## src/inc/bcfc_pkg.sv

```systemverilog
// bcfc_pkg: constants and types for the brushless commutation and fault block
// assumes a 200 MHz ref_clk and a 32-bit AHB-Lite register bus
package bcfc_pkg;
	localparam int unsigned CLK_HZ      = 200_000_000;
	localparam int unsigned PWM_MAX_HZ  = 1800;
	// least period rounds up so the rate never passes the ceiling
	localparam int unsigned PWM_PER_CYC = (CLK_HZ + PWM_MAX_HZ - 1) / PWM_MAX_HZ;
	localparam int unsigned PWM_W       = 17;
	localparam int unsigned CUR_W       = 12;
	localparam int unsigned DUTY_SHIFT  = 5;
	localparam int unsigned FB_W        = 16;

	localparam logic [7:0] OFS_CTRL   = 8'h00;
	localparam logic [7:0] OFS_STATUS = 8'h04;
	localparam logic [7:0] OFS_FBCNT  = 8'h08;

	localparam int unsigned CTRL_RUN  = 0;
	localparam int unsigned CTRL_MUL  = 1;
	localparam int unsigned CTRL_DIR  = 3;
	localparam logic [3:0]  CTRL_RST  = 4'h0;

	localparam int unsigned ST_FAULT  = 0;
	localparam int unsigned ST_CAUSE  = 1;
	localparam int unsigned ST_EN     = 6;
	localparam int unsigned ST_POS    = 7;
	localparam int unsigned ST_DIR    = 10;

	typedef enum logic [1:0] {
		BCFC_MUL_X4 = 2'b00,
		BCFC_MUL_X2 = 2'b01,
		BCFC_MUL_X1 = 2'b10
	} bcfc_mul_t;

	typedef enum logic [1:0] {
		BCFC_SEL_AUTO = 2'b00,
		BCFC_SEL_MID  = 2'b01,
		BCFC_SEL_MAN  = 2'b10
	} bcfc_rsel_t;

	typedef struct packed {
		logic bus_voltage_fault;
		logic overcurrent;
		logic base_driver;
		logic power_loss;
		logic monitor;
	} bcfc_fault_t;

	typedef struct packed {
		logic rotor_position_c;
		logic rotor_position_b;
		logic rotor_position_a;
	} bcfc_pos_t;
endpackage : bcfc_pkg
```

## src/hw/bcfc_top.sv

```systemverilog
// bcfc_top: commutation, pwm current limit, speed feedback and fault latch
// assumes all pins synchronous to ref_clk; one AHB-Lite slave, zero wait
// Behaviour
// - at most two output switches on at any time
// - pwm period never shorter than 1/1.8 kHz
// - six separate switch drive outputs to the base driver
// - pulse on-time grows with load (current reference)
// - any fault indication latches a fault and locks the drive out
// - drive-healthy output high unless fault latched
// - stop or run removal never sets the fault latch
// - automatic setting clears the fault when run command drops
// - manual setting clears only by power cycle or middle with no run
// - middle setting refuses to run, all switch outputs off
// - external select routes external pulse train as reference
// - enable acknowledge returned only while no fault is latched
// - interlock gates the run-enable request
// - each pwm pulse is cut when current exceeds reference
// - position bits and complements address the commutation table
// - switches follow position and commanded direction
// - quadrature edges give x4, x2 or x1 feedback
// - x4 is the default multiplier
// - feedback and direction come from the quadrature pair
// - three indicators follow the position channels
// - indicator lit while any switch is on
`timescale 1ns/1ps
module bcfc_top
	import bcfc_pkg::*;
#(
	parameter int unsigned PWM_PERIOD = PWM_PER_CYC
) (
	// clock and reset
	input  wire logic              ref_clk,
	input  wire logic              sys_rst,
	// AHB-Lite slave
	input  wire logic              hsel,
	input  wire logic [31:0]       haddr,
	input  wire logic [1:0]        htrans,
	input  wire logic              hwrite,
	input  wire logic [2:0]        hsize,
	input  wire logic [31:0]       hwdata,
	input  wire logic              hready,
	output logic [31:0]            hrdata,
	output logic                   hreadyout,
	output logic                   hresp,
	// encoder
	input  wire bcfc_pos_t         rotor_pos,
	input  wire logic              speed_quad_a,
	input  wire logic              speed_quad_b,
	// protection and control
	input  wire bcfc_fault_t       fault_in,
	input  wire logic [1:0]        reset_sel,
	input  wire logic              run_cmd,
	input  wire logic              run_req,
	input  wire logic              interlock_ok,
	input  wire logic [CUR_W-1:0]  cur_ref,
	input  wire logic [CUR_W-1:0]  cur_meas,
	// reference frequency
	input  wire logic              ext_freq_sel,
	input  wire logic              ext_freq,
	input  wire logic              int_freq,
	output logic                   ref_freq,
	// drive and status
	output logic [5:0]             gate,
	output logic                   drive_ok,
	output logic                   enable_ack,
	output logic                   fb_pulse,
	output logic                   rot_dir,
	output logic [2:0]             pos_led,
	output logic                   sw_led
);
	logic [3:0]            ctrl_q;
	logic                  fault_q;
	logic [4:0]            cause_q;
	logic                  en_q;
	logic [PWM_W-1:0]      pwm_q;
	logic                  cut_q;
	logic [5:0]            gate_q;
	logic                  qa_q;
	logic                  qb_q;
	logic                  fb_q;
	logic                  dir_q;
	logic [FB_W-1:0]       fbcnt_q;
	logic                  ref_q;
	logic [2:0]            led_q;
	logic                  swled_q;
	logic                  dok_q;
	logic                  dph_q;
	logic                  dwr_q;
	logic [7:0]            dadr_q;
	logic [31:0]           rd_q;
	logic                  rdy_q;
	logic                  resp_q;

	// bus decode
	wire        ap_valid = hsel & htrans[1] & hready;
	wire [7:0]  ap_adr   = haddr[7:0];
	wire        wr_ctrl  = dph_q & dwr_q & (dadr_q == OFS_CTRL);
	wire [31:0] st_word  = {21'h0, dir_q, rotor_pos, en_q, cause_q, fault_q};
	// unmapped offsets read zero rather than erroring, so probing software sees OKAY
	wire [31:0] rd_d     = (ap_adr == OFS_CTRL)   ? {28'h0, ctrl_q} :
	                       (ap_adr == OFS_STATUS) ? st_word :
	                       (ap_adr == OFS_FBCNT)  ? {16'h0, fbcnt_q} : 32'h0;

	always_ff @(posedge ref_clk or posedge sys_rst) begin
		if (sys_rst) begin
			dph_q  <= 1'b0;
			dwr_q  <= 1'b0;
			dadr_q <= 8'h00;
			rd_q   <= 32'h0;
		end else begin
			dph_q  <= ap_valid;
			dwr_q  <= ap_valid & hwrite;
			dadr_q <= ap_adr;
			if (ap_valid & ~hwrite)
				rd_q <= rd_d;
		end
	end

	// response flops keep every bus output registered; zero wait, always OKAY
	always_ff @(posedge ref_clk or posedge sys_rst) begin
		if (sys_rst) begin
			rdy_q  <= 1'b1;
			resp_q <= 1'b0;
		end else begin
			rdy_q  <= 1'b1;
			resp_q <= 1'b0;
		end
	end

	always_ff @(posedge ref_clk or posedge sys_rst) begin
		if (sys_rst)
			ctrl_q <= CTRL_RST;
		else if (wr_ctrl)
			ctrl_q <= hwdata[3:0];
	end

	// fault latch and its clearing policy
	wire       any_fault = |fault_in;
	wire       sel_mid   = (reset_sel == BCFC_SEL_MID);
	wire       sel_auto  = (reset_sel == BCFC_SEL_AUTO);
	wire       clr_auto  = sel_auto & ~run_cmd;
	// manual clear only via middle with run absent
	wire       clr_mid   = sel_mid & ~run_cmd;
	wire       fault_clr = clr_auto | clr_mid;

	// only fault inputs set the latch
	always_ff @(posedge ref_clk or posedge sys_rst) begin
		if (sys_rst) begin
			fault_q <= 1'b0;
			cause_q <= 5'h00;
		end else if (any_fault) begin
			fault_q <= 1'b1;
			cause_q <= cause_q | fault_in;
		end else if (fault_clr) begin
			fault_q <= 1'b0;
			cause_q <= 5'h00;
		end
	end

	wire en_d = run_req & interlock_ok & ~fault_q & ~any_fault & ~sel_mid
	            & ctrl_q[CTRL_RUN];

	// period fixed at the rate ceiling
	wire pwm_wrap = (pwm_q == PWM_W'(PWM_PERIOD - 1));
	// on-time tracks the load reference
	// large references saturate to full on; the period bounds the rate anyway
	wire [PWM_W-1:0] duty = {cur_ref, {DUTY_SHIFT{1'b0}}};
	wire             pwm_on = (pwm_q < duty);
	wire over  = cur_meas > cur_ref;
	wire cut_d = pwm_wrap ? 1'b0 : (cut_q | over);

	always_ff @(posedge ref_clk or posedge sys_rst) begin
		if (sys_rst) begin
			pwm_q <= '0;
			cut_q <= 1'b0;
		end else begin
			pwm_q <= pwm_wrap ? '0 : pwm_q + 1'b1;
			cut_q <= cut_d;
		end
	end

	// position and complements form the address
	wire [5:0] tbl_adr = {~rotor_pos, rotor_pos};
	logic [5:0] tbl_gate;
	// one leg per side, bad codes give zero
	// each entry has at most two bits set
	always_comb begin
		case (tbl_adr)
			6'b110_001: tbl_gate = 6'b010_001;
			6'b101_010: tbl_gate = 6'b001_100;
			6'b100_011: tbl_gate = 6'b010_100;
			6'b011_100: tbl_gate = 6'b100_010;
			6'b010_101: tbl_gate = 6'b100_001;
			6'b001_110: tbl_gate = 6'b001_010;
			default:    tbl_gate = 6'b000_000;
		endcase
	end
	// reverse swaps upper and lower banks
	wire [5:0] dir_gate = ctrl_q[CTRL_DIR] ? {tbl_gate[2:0], tbl_gate[5:3]}
	                                       : tbl_gate;
	// six independent drives, gated by enable and pwm
	// a fault or the middle setting blanks the gates in the same cycle,
	// not one cycle later through en_q
	wire       drive  = en_q & ~any_fault & ~sel_mid & pwm_on & ~cut_d & ~over;
	wire [5:0] gate_d = drive ? dir_gate : 6'h00;

	// quadrature edges
	wire ea_r = speed_quad_a & ~qa_q;
	wire ea_f = ~speed_quad_a & qa_q;
	wire eb   = speed_quad_b ^ qb_q;
	wire fb_d = (ctrl_q[2:1] == BCFC_MUL_X4) ? (ea_r | ea_f | eb) :
	            (ctrl_q[2:1] == BCFC_MUL_X2) ? (ea_r | ea_f) :
	            (ctrl_q[2:1] == BCFC_MUL_X1) ? ea_r : 1'b0;
	// b level at a's rising edge gives direction
	wire dir_d = ea_r ? ~speed_quad_b : dir_q;

	always_ff @(posedge ref_clk or posedge sys_rst) begin
		if (sys_rst) begin
			qa_q    <= 1'b0;
			qb_q    <= 1'b0;
			fb_q    <= 1'b0;
			dir_q   <= 1'b0;
			fbcnt_q <= '0;
		end else begin
			qa_q    <= speed_quad_a;
			qb_q    <= speed_quad_b;
			fb_q    <= fb_d;
			dir_q   <= dir_d;
			fbcnt_q <= fbcnt_q + FB_W'(fb_d);
		end
	end

	// outputs, each from its own flop
	always_ff @(posedge ref_clk or posedge sys_rst) begin
		if (sys_rst) begin
			en_q   <= 1'b0;
			gate_q <= 6'h00;
		end else begin
			en_q   <= en_d;
			gate_q <= gate_d;
		end
	end

	always_ff @(posedge ref_clk or posedge sys_rst) begin
		if (sys_rst)
			ref_q <= 1'b0;
		else
			ref_q <= ext_freq_sel ? ext_freq : int_freq;
	end

	// indicators trail their sources by one cycle
	always_ff @(posedge ref_clk or posedge sys_rst) begin
		if (sys_rst) begin
			led_q   <= 3'h0;
			swled_q <= 1'b0;
		end else begin
			led_q   <= rotor_pos;
			swled_q <= |gate_d;
		end
	end

	always_ff @(posedge ref_clk or posedge sys_rst) begin
		if (sys_rst)
			dok_q <= 1'b0;
		else
			dok_q <= ~fault_q & ~any_fault;
	end

	assign hrdata     = rd_q;
	assign hreadyout  = rdy_q;
	assign hresp      = resp_q;
	assign gate       = gate_q;
	assign drive_ok   = dok_q;
	assign enable_ack = en_q;
	assign fb_pulse   = fb_q;
	assign rot_dir    = dir_q;
	assign pos_led    = led_q;
	assign sw_led     = swled_q;
	assign ref_freq   = ref_q;
endmodule : bcfc_top

```

## config.mk

```make
export PLATFORM = sky130hd
export DESIGN_NAME = bcfc_top
export DESIGN_NICKNAME = d
export VERILOG_FILES = /design/src/inc/bcfc_pkg.sv /design/src/hw/bcfc_top.sv
export SDC_FILE = /design/constraint.sdc
export NUM_CORES = 1
export LEC_CHECK = 0
export ABC_CLOCK_PERIOD_IN_PS = 3300
export BUFFER_PORTS_ARGS = -buffer_cell sky130_fd_sc_hd__buf_4
export CAP_MARGIN = 0
export CORE_ASPECT_RATIO = 0.7
export CORE_MARGIN = 2
export CORE_UTILIZATION = 50
export CTS_BUF_LIST = sky130_fd_sc_hd__clkbuf_8
export CTS_CLUSTER_SIZE = 14
export DETAILED_ROUTE_END_ITERATION = 8
export GPL_TIMING_DRIVEN = 1
export PLACE_DENSITY = 0.83
export SETUP_SLACK_MARGIN = 0.1
export SLEW_MARGIN = 40
export SYNTH_ARGS = -nofsm -noshare
export SYNTH_HDL_FRONTEND = slang
export SYNTH_SLANG_ARGS = --single-unit
```

## constraint.sdc

```tcl
create_clock -name ref_clk -period 3.3 [get_ports ref_clk]
set_input_delay 0.66 -clock ref_clk [delete_from_list [all_inputs] [get_ports ref_clk]]
set_output_delay 0.66 -clock ref_clk [all_outputs]
set_load 0.02 [all_outputs]
```

# ---- Word level (Yosys, flattened, before mapping)
# Cells that the tools add are included.
dict set report classes {
  add_sub_neg 2
  magnitude_cmp 2
  eq_ne 12
  muxes 16
  bitwise 38
  reduce_logical 7
}
# cell count
set op_table {}
lappend op_table {{$mux 16} 3}
lappend op_table {{$pmux 6 s6} 1}
lappend op_table {{$and 1x1->1} 21}
lappend op_table {{$eq 6x6->1 const B} 3}
lappend op_table {{$add 17x1->17 const B} 1}
lappend op_table {{$eq 17x17->1 const B} 1}
lappend op_table {{$lt 17x17->1} 1}
lappend op_table {{$mux 17} 1}
lappend op_table {{$add 16x1->16} 1}
lappend op_table {{$logic_not 8->1} 2}
lappend op_table {{$eq 6x5->1 const B} 2}
lappend op_table {{$gt 12x12->1} 1}
lappend op_table {{$mux 6} 2}
lappend op_table {{$mux 5} 2}
lappend op_table {{$not 1->1} 10}
lappend op_table {{$eq 8x3->1 const B} 1}
lappend op_table {{$eq 8x4->1 const B} 1}
lappend op_table {{$mux 1} 7}
lappend op_table {{$eq 6x4->1 const B} 1}
lappend op_table {{$reduce_or 6->1} 1}
lappend op_table {{$or 5x5->5} 1}
lappend op_table {{$reduce_or 5->1} 1}
lappend op_table {{$eq 2x1->1 const B} 2}
lappend op_table {{$logic_not 2->1} 2}
lappend op_table {{5 further kinds} 8}
dict set report totals {
  register_bits 103
  inputBits 116
  output_inout_bits 49
}

# ---- Logic depth before layout (Yosys ltp)
dict set report depth {
  ltp_word 9
  depth_mapped 10
  mapped_depth_nobuf 10
}

# ---- Worst setup path after synthesis
# No wires, ideal clock.
dict set report synth_timing {
  path_type {input port to flip-flop}
  start {input port cur_ref[7]}
  end {register swled_q, in the netlist sw_led}
  arrival_time_ps 2145
  required_time_ps 3204
  setup_slack_ps 1059
  cell_stages 7
  path_buffers 0
  cell_sequence {inv_1 -> ha_1 -> a21oi_1 -> o21ai_0 -> a2111oi_2 -> o2111ai_4 -> nor4_2}
}
dict set report synth_via {
  elab_chain_cells 8
  elab_cells_between_ends 11
  classes_between {2 x order compare; 2 x mux; 6 x bitwise; 1 x reduce/logical}
}
# item line
set synth_rtl {}
lappend synth_rtl {{from (decl)} bcfc_top.sv:55} ;# input wire logic [CUR_W-1:0] cur_ref,
lappend synth_rtl {{$gt 12x12->1} bcfc_top.sv:169} ;# wire over = cur_meas > cur_ref;
lappend synth_rtl {{$or 1x1->1} bcfc_top.sv:170} ;# wire cut_d = pwm_wrap ? 1'b0 : (cut_q | over);
lappend synth_rtl {{$mux 1} bcfc_top.sv:170}
lappend synth_rtl {{$not 1->1} bcfc_top.sv:204} ;# wire drive = en_q & ~any_fault & ~sel_mid & pwm_on & ~cut_d & ~over;
lappend synth_rtl {{$and 1x1->1} bcfc_top.sv:204}
lappend synth_rtl {{$and 1x1->1 *} bcfc_top.sv:204}
lappend synth_rtl {{$mux 6 *} bcfc_top.sv:205} ;# wire [5:0] gate_d = drive ? dir_gate : 6'h00;
lappend synth_rtl {{$reduce_or 6->1 *} bcfc_top.sv:258} ;# swled_q <= |gate_d;
lappend synth_rtl {{to (signal assigned)} bcfc_top.sv:258}
lappend synth_rtl {{to (decl)} bcfc_top.sv:85} ;# logic swled_q;
# Every way passes the cells marked *; elsewhere a longest branch is shown, timed or not.
# A chain may end at the register's enable or synchronous reset.

# ---- Final worst setup path
dict set report layout_timing {
  start {register pwm_q[12]}
  end {register gate_q[4], in the netlist gate[4]}
}
dict set report layout_via {
  elab_chain_cells 6
  elab_cells_between_ends 8
  classes_between {1 x order compare; 1 x eq/ne; 2 x mux; 4 x bitwise}
}
# item line
set layout_rtl {}
lappend layout_rtl {{from (decl)} bcfc_top.sv:75} ;# logic [PWM_W-1:0] pwm_q;
lappend layout_rtl {{from (signal assigned)} bcfc_top.sv:177} ;# pwm_q <= pwm_wrap ? '0 : pwm_q + 1'b1;
lappend layout_rtl {{branches (longest 3 deep; another with $lt 17x17->1)} n/a}
lappend layout_rtl {{$and 1x1->1 * (2 in a row)} bcfc_top.sv:204}
lappend layout_rtl {{$mux 6 *} bcfc_top.sv:205}
lappend layout_rtl {{named net gate_d[4]} bcfc_top.sv:205}
lappend layout_rtl {{to (signal assigned)} bcfc_top.sv:240} ;# gate_q <= gate_d;
lappend layout_rtl {{to (decl)} bcfc_top.sv:77} ;# logic [5:0] gate_q;
# Mark *: on every way through the listed nets, which the timed path passes.

==> summary.md <==
| Metric | Value |
|---|---|
| Clock latency at the later pin of the worst-skew pair | 0.36 ns |
| Synthesized instance count | 408 |
| Slew HR | 0.570 |
| Top Ports | 165 |
| Worst-path clk slew | 0.08 ns |
| Clock skew | 0.00680 ns |
| Slew Viols, Final | 0 |
| Final Total Pwr | 2.24 mW |
| FMAX | 437 MHz |
| GP Congestion | 0.790 |
| Clock buffer depth | 2 |
| Clock Root Buffer | clkbuf_8 |
| Post-synth EDFFs | 0 |
| Die X-Extent | 115 µm |
| CTS tree | done |
| Final cell count without fillers | 609 |
| Status | completed |
| Number of remaining DRC errors | 0 |
| Leakage | 2.56 nW |
| Vias in the first global route | 3279 |
| CP max stage cell | a2111oi_2 |
| Starting Density | 0.512 |
| RSZ-0062 raised after global routing | false |
| Synth async-reset ratio | 1.00 |
| Routed WL | 9460 µm |
| R2r startpoint | pwm_q[12]$_DFF_PP0_ |
| Nets | 643 |
| Post-DRT Antenna Nets | 0 |
| WL/cell | 15.5 µm |
| IO Port Bufs | 90 |
| First-pass GRT wire length | 15600 µm |
| Top FF cell, synth | dfrtp_1 |
| Cells along the critical path | ha_1 > a21oi_1 > o21ai_0 > a2111oi_2 > o2111ai_4 > nor3_1 |
| Mapped cell area | 0.00430 mm² |
| Area Growth Syn to Fin | 20.8% |
| Pwr dens | 430 mW/mm² |
| Tmin final | 2.29 ns |
| Core Area | 0.00841 mm² |
| Placed cell count | 594 |
| Worst Path Required | 3.56 ns |
| Hold_ws | 0.316 ns |
| Die footprint | 0.00938 mm² |
| Setup CP Type | reg2reg |
| Initial DRT Pass Iterations | 4 |
| Yosys warns | 0 |
| CP Launch Type | flip-flop |
| Synth Area per Inst | 10.5 µm² |
| Global route overflow | 0 |
| PnR worst setup slack | 1.01 ns |
| Total GRT Usage | 0.216 |
| Post-CTS sizing | 0 |
| CTS Sinks | 87 |
| Vias/cell | 5.41 |
| Worst Hold Class | in2async |
| Largest net degree at the start of global routing | 53 |
| Initial DRC Count | 238 |
| Synth unique cells | 48 |
| Initial antenna violation count | 0 |
| Post-DP HPWL | 7290 µm |
| Post-CTS Hold Fix Bufs | 0 |
| Setup Buffers After CTS | 0 |
| Final hold vios | 0 |
| Max stage delay on crit path | 0.59 ns |
| Peak VDD IR | 334 µV |
| CP max FO | 7 |
| Worst Path Arrival | 2.54 ns |
| Cts bufs inserted | 9 |
| Max-cap viol count | 0 |
| Layout cells sized above 1 | 0.256 |
| Worst-Margin Slew | 0.644 ns |
| Setup TNS | 0 ns |
| Synth Register Bits | 87 |
| Pre-CTS setup slack | 0.689 ns |
| CP Capture Type | flip-flop |
| Final setup vio count | 0 |
| CTS HTree Levels | 3 |
| # diodes | 0 |
| DIE HEIGHT | 81.6 µm |
| Critical Path Source | pwm_q[12]$_DFF_PP0_ |
| Row cnt | 28 |
| Sequential area share after synthesis | 0.506 |
| Vias post-DR | 3297 |
| Final worst path period share | 0.693 |
-- stage by stage --
| stage | utilization | instance area (µm²) |
|---|---|---|
| final | 0.618 | 5200 |
| after detailed placement | 0.597 | 5020 |
| after CTS | 0.618 | 5200 |
| after global placement | 0.597 | 5020 |
| after floorplan | - | 4360 |
| after global routing | 0.618 | 5200 |
-- cell usage in the layout, fill, tap and decap left out, types with 2 or more instances in the layout --
cell,synthesis,final
ha_1,27,27
o21ai_0,11,11
inv_1,19,19
clkbuf_8,0,9
nor4_1,2,2
a221oi_1,7,7
nand4_1,9,9
o21a_1,2,2
a21o_1,4,4
nor2_1,40,40
and2b_2,2,2
and3_2,3,3
xor2_1,10,10
xnor2_1,19,19
and4_1,5,5
conb_1,2,18
and3_1,7,7
nor3_1,11,11
clkinv_2,0,4
buf_4,18,92
mux2_2,5,5
or3_1,2,2
nor2b_1,6,6
or2b_2,2,2
dfrtp_1,87,87
nand2_1,32,32
nor3b_1,2,2
mux2i_1,5,5
nand3_1,21,21
a21oi_1,21,21
-- cell usage after synthesis (3+ instances only) --
master	count	area share
xor2_1	10	0.020
and3_1	7	0.010
nor2_1	40	0.035
and4_1	5	0.010
and3_2	3	0.0052
mux2_2	5	0.013
a221oi_1	7	0.014
dfrtp_1	87	0.51
o21ai_0	11	0.013
mux2i_1	5	0.012
nand2_1	32	0.028
nor3_1	11	0.013
xnor2_1	19	0.039
a21oi_1	21	0.024
nor2b_1	6	0.0087
buf_4	18	0.031
ha_1	27	0.078
clkbuf_1	7	0.0061
a21o_1	4	0.0070
nand3_1	21	0.024
nand4_1	9	0.013
inv_1	19	0.017
-- area by class of cell --
type,count,area (µm²)
sequential,87,2180
timing repair buffer,93,711
inverter,19,76.3
tap,105,131
clock inverter,6,53.8
clock buffer,9,124
multi-input combinational,290,1930
fill,697,3210
-- where the power goes --
group	internal [mW]	leakage, nW	switching (mW)
Combinational	0.157	1.37	0.183
Sequential	1.13	1.09	0.0713
Clock	0.337	0.0998	0.353
Total	1.63	2.56	0.607
-- logic make-up (layout without fill, tap and decap cells) --
logic type,after synthesis,count (layout),share of synthesized area
AO/OA/AOI/OAI,52,52,0.0823
XOR/XNOR,29,29,0.0590
adder cells (fa/ha/maj),27,27,0.0785
buffers and inverters,47,127,0.0605
flip-flops,87,87,0.506
multiplexers,10,10,0.0247
other,2,18,0.00174
AND/OR/NAND/NOR,154,154,0.188
-- worst max-delay path: cells and delay by family (launching register included) --
| family | cells | cell delay [ns] |
|---|---|---|
| compound gates | 4 | 1.11 |
| flops | 1 | 0.45 |
| fa+ha+maj | 1 | 0.33 |
| simple gates | 1 | 0.29 |
-- sequential cells by signal (all words and copies together) (netlist names), 3 cells and up --
name	flops
fbcnt_q	16
cause_q	5
gate	6
pos_led	3
dadr_q	8
hrdata	16
ctrl_q	4
pwm_q	17
-- routing by layer --
layer | vias up | routed length [µm] | global-route usage
li1 | 1568 | - | -
met1 | 1629 | 4160 | 0.280
met2 | 89 | 4690 | 0.364
met3 | 11 | 487 | 0.0546
met4 | 0 | 126 | 0.0578
met5 | - | 0 | 0
-- final timing paths --
| kind | end | slack, ns | cells after the start |
|---|---|---|---|
| max in group asynchronous | ctrl_q[1]$_DFFE_PP0P_ | 2.43 | 3 |
| hold reg to reg | hrdata[11]$_DFFE_PP0P_ | 0.48 | 2 |
| setup reg to reg | gate[4]$_DFF_PP0_ | 1.01 | 6 |
| min in group ref_clk | dadr_q[1]$_DFF_PP0_ | 0.41 | 1 |
| setup / recovery | gate[4]$_DFF_PP0_ | 1.01 | 6 |
| hold / removal | gate[0]$_DFF_PP0_ | 0.32 | 2 |
No activity file was read; power rests on OpenSTA's default activity.
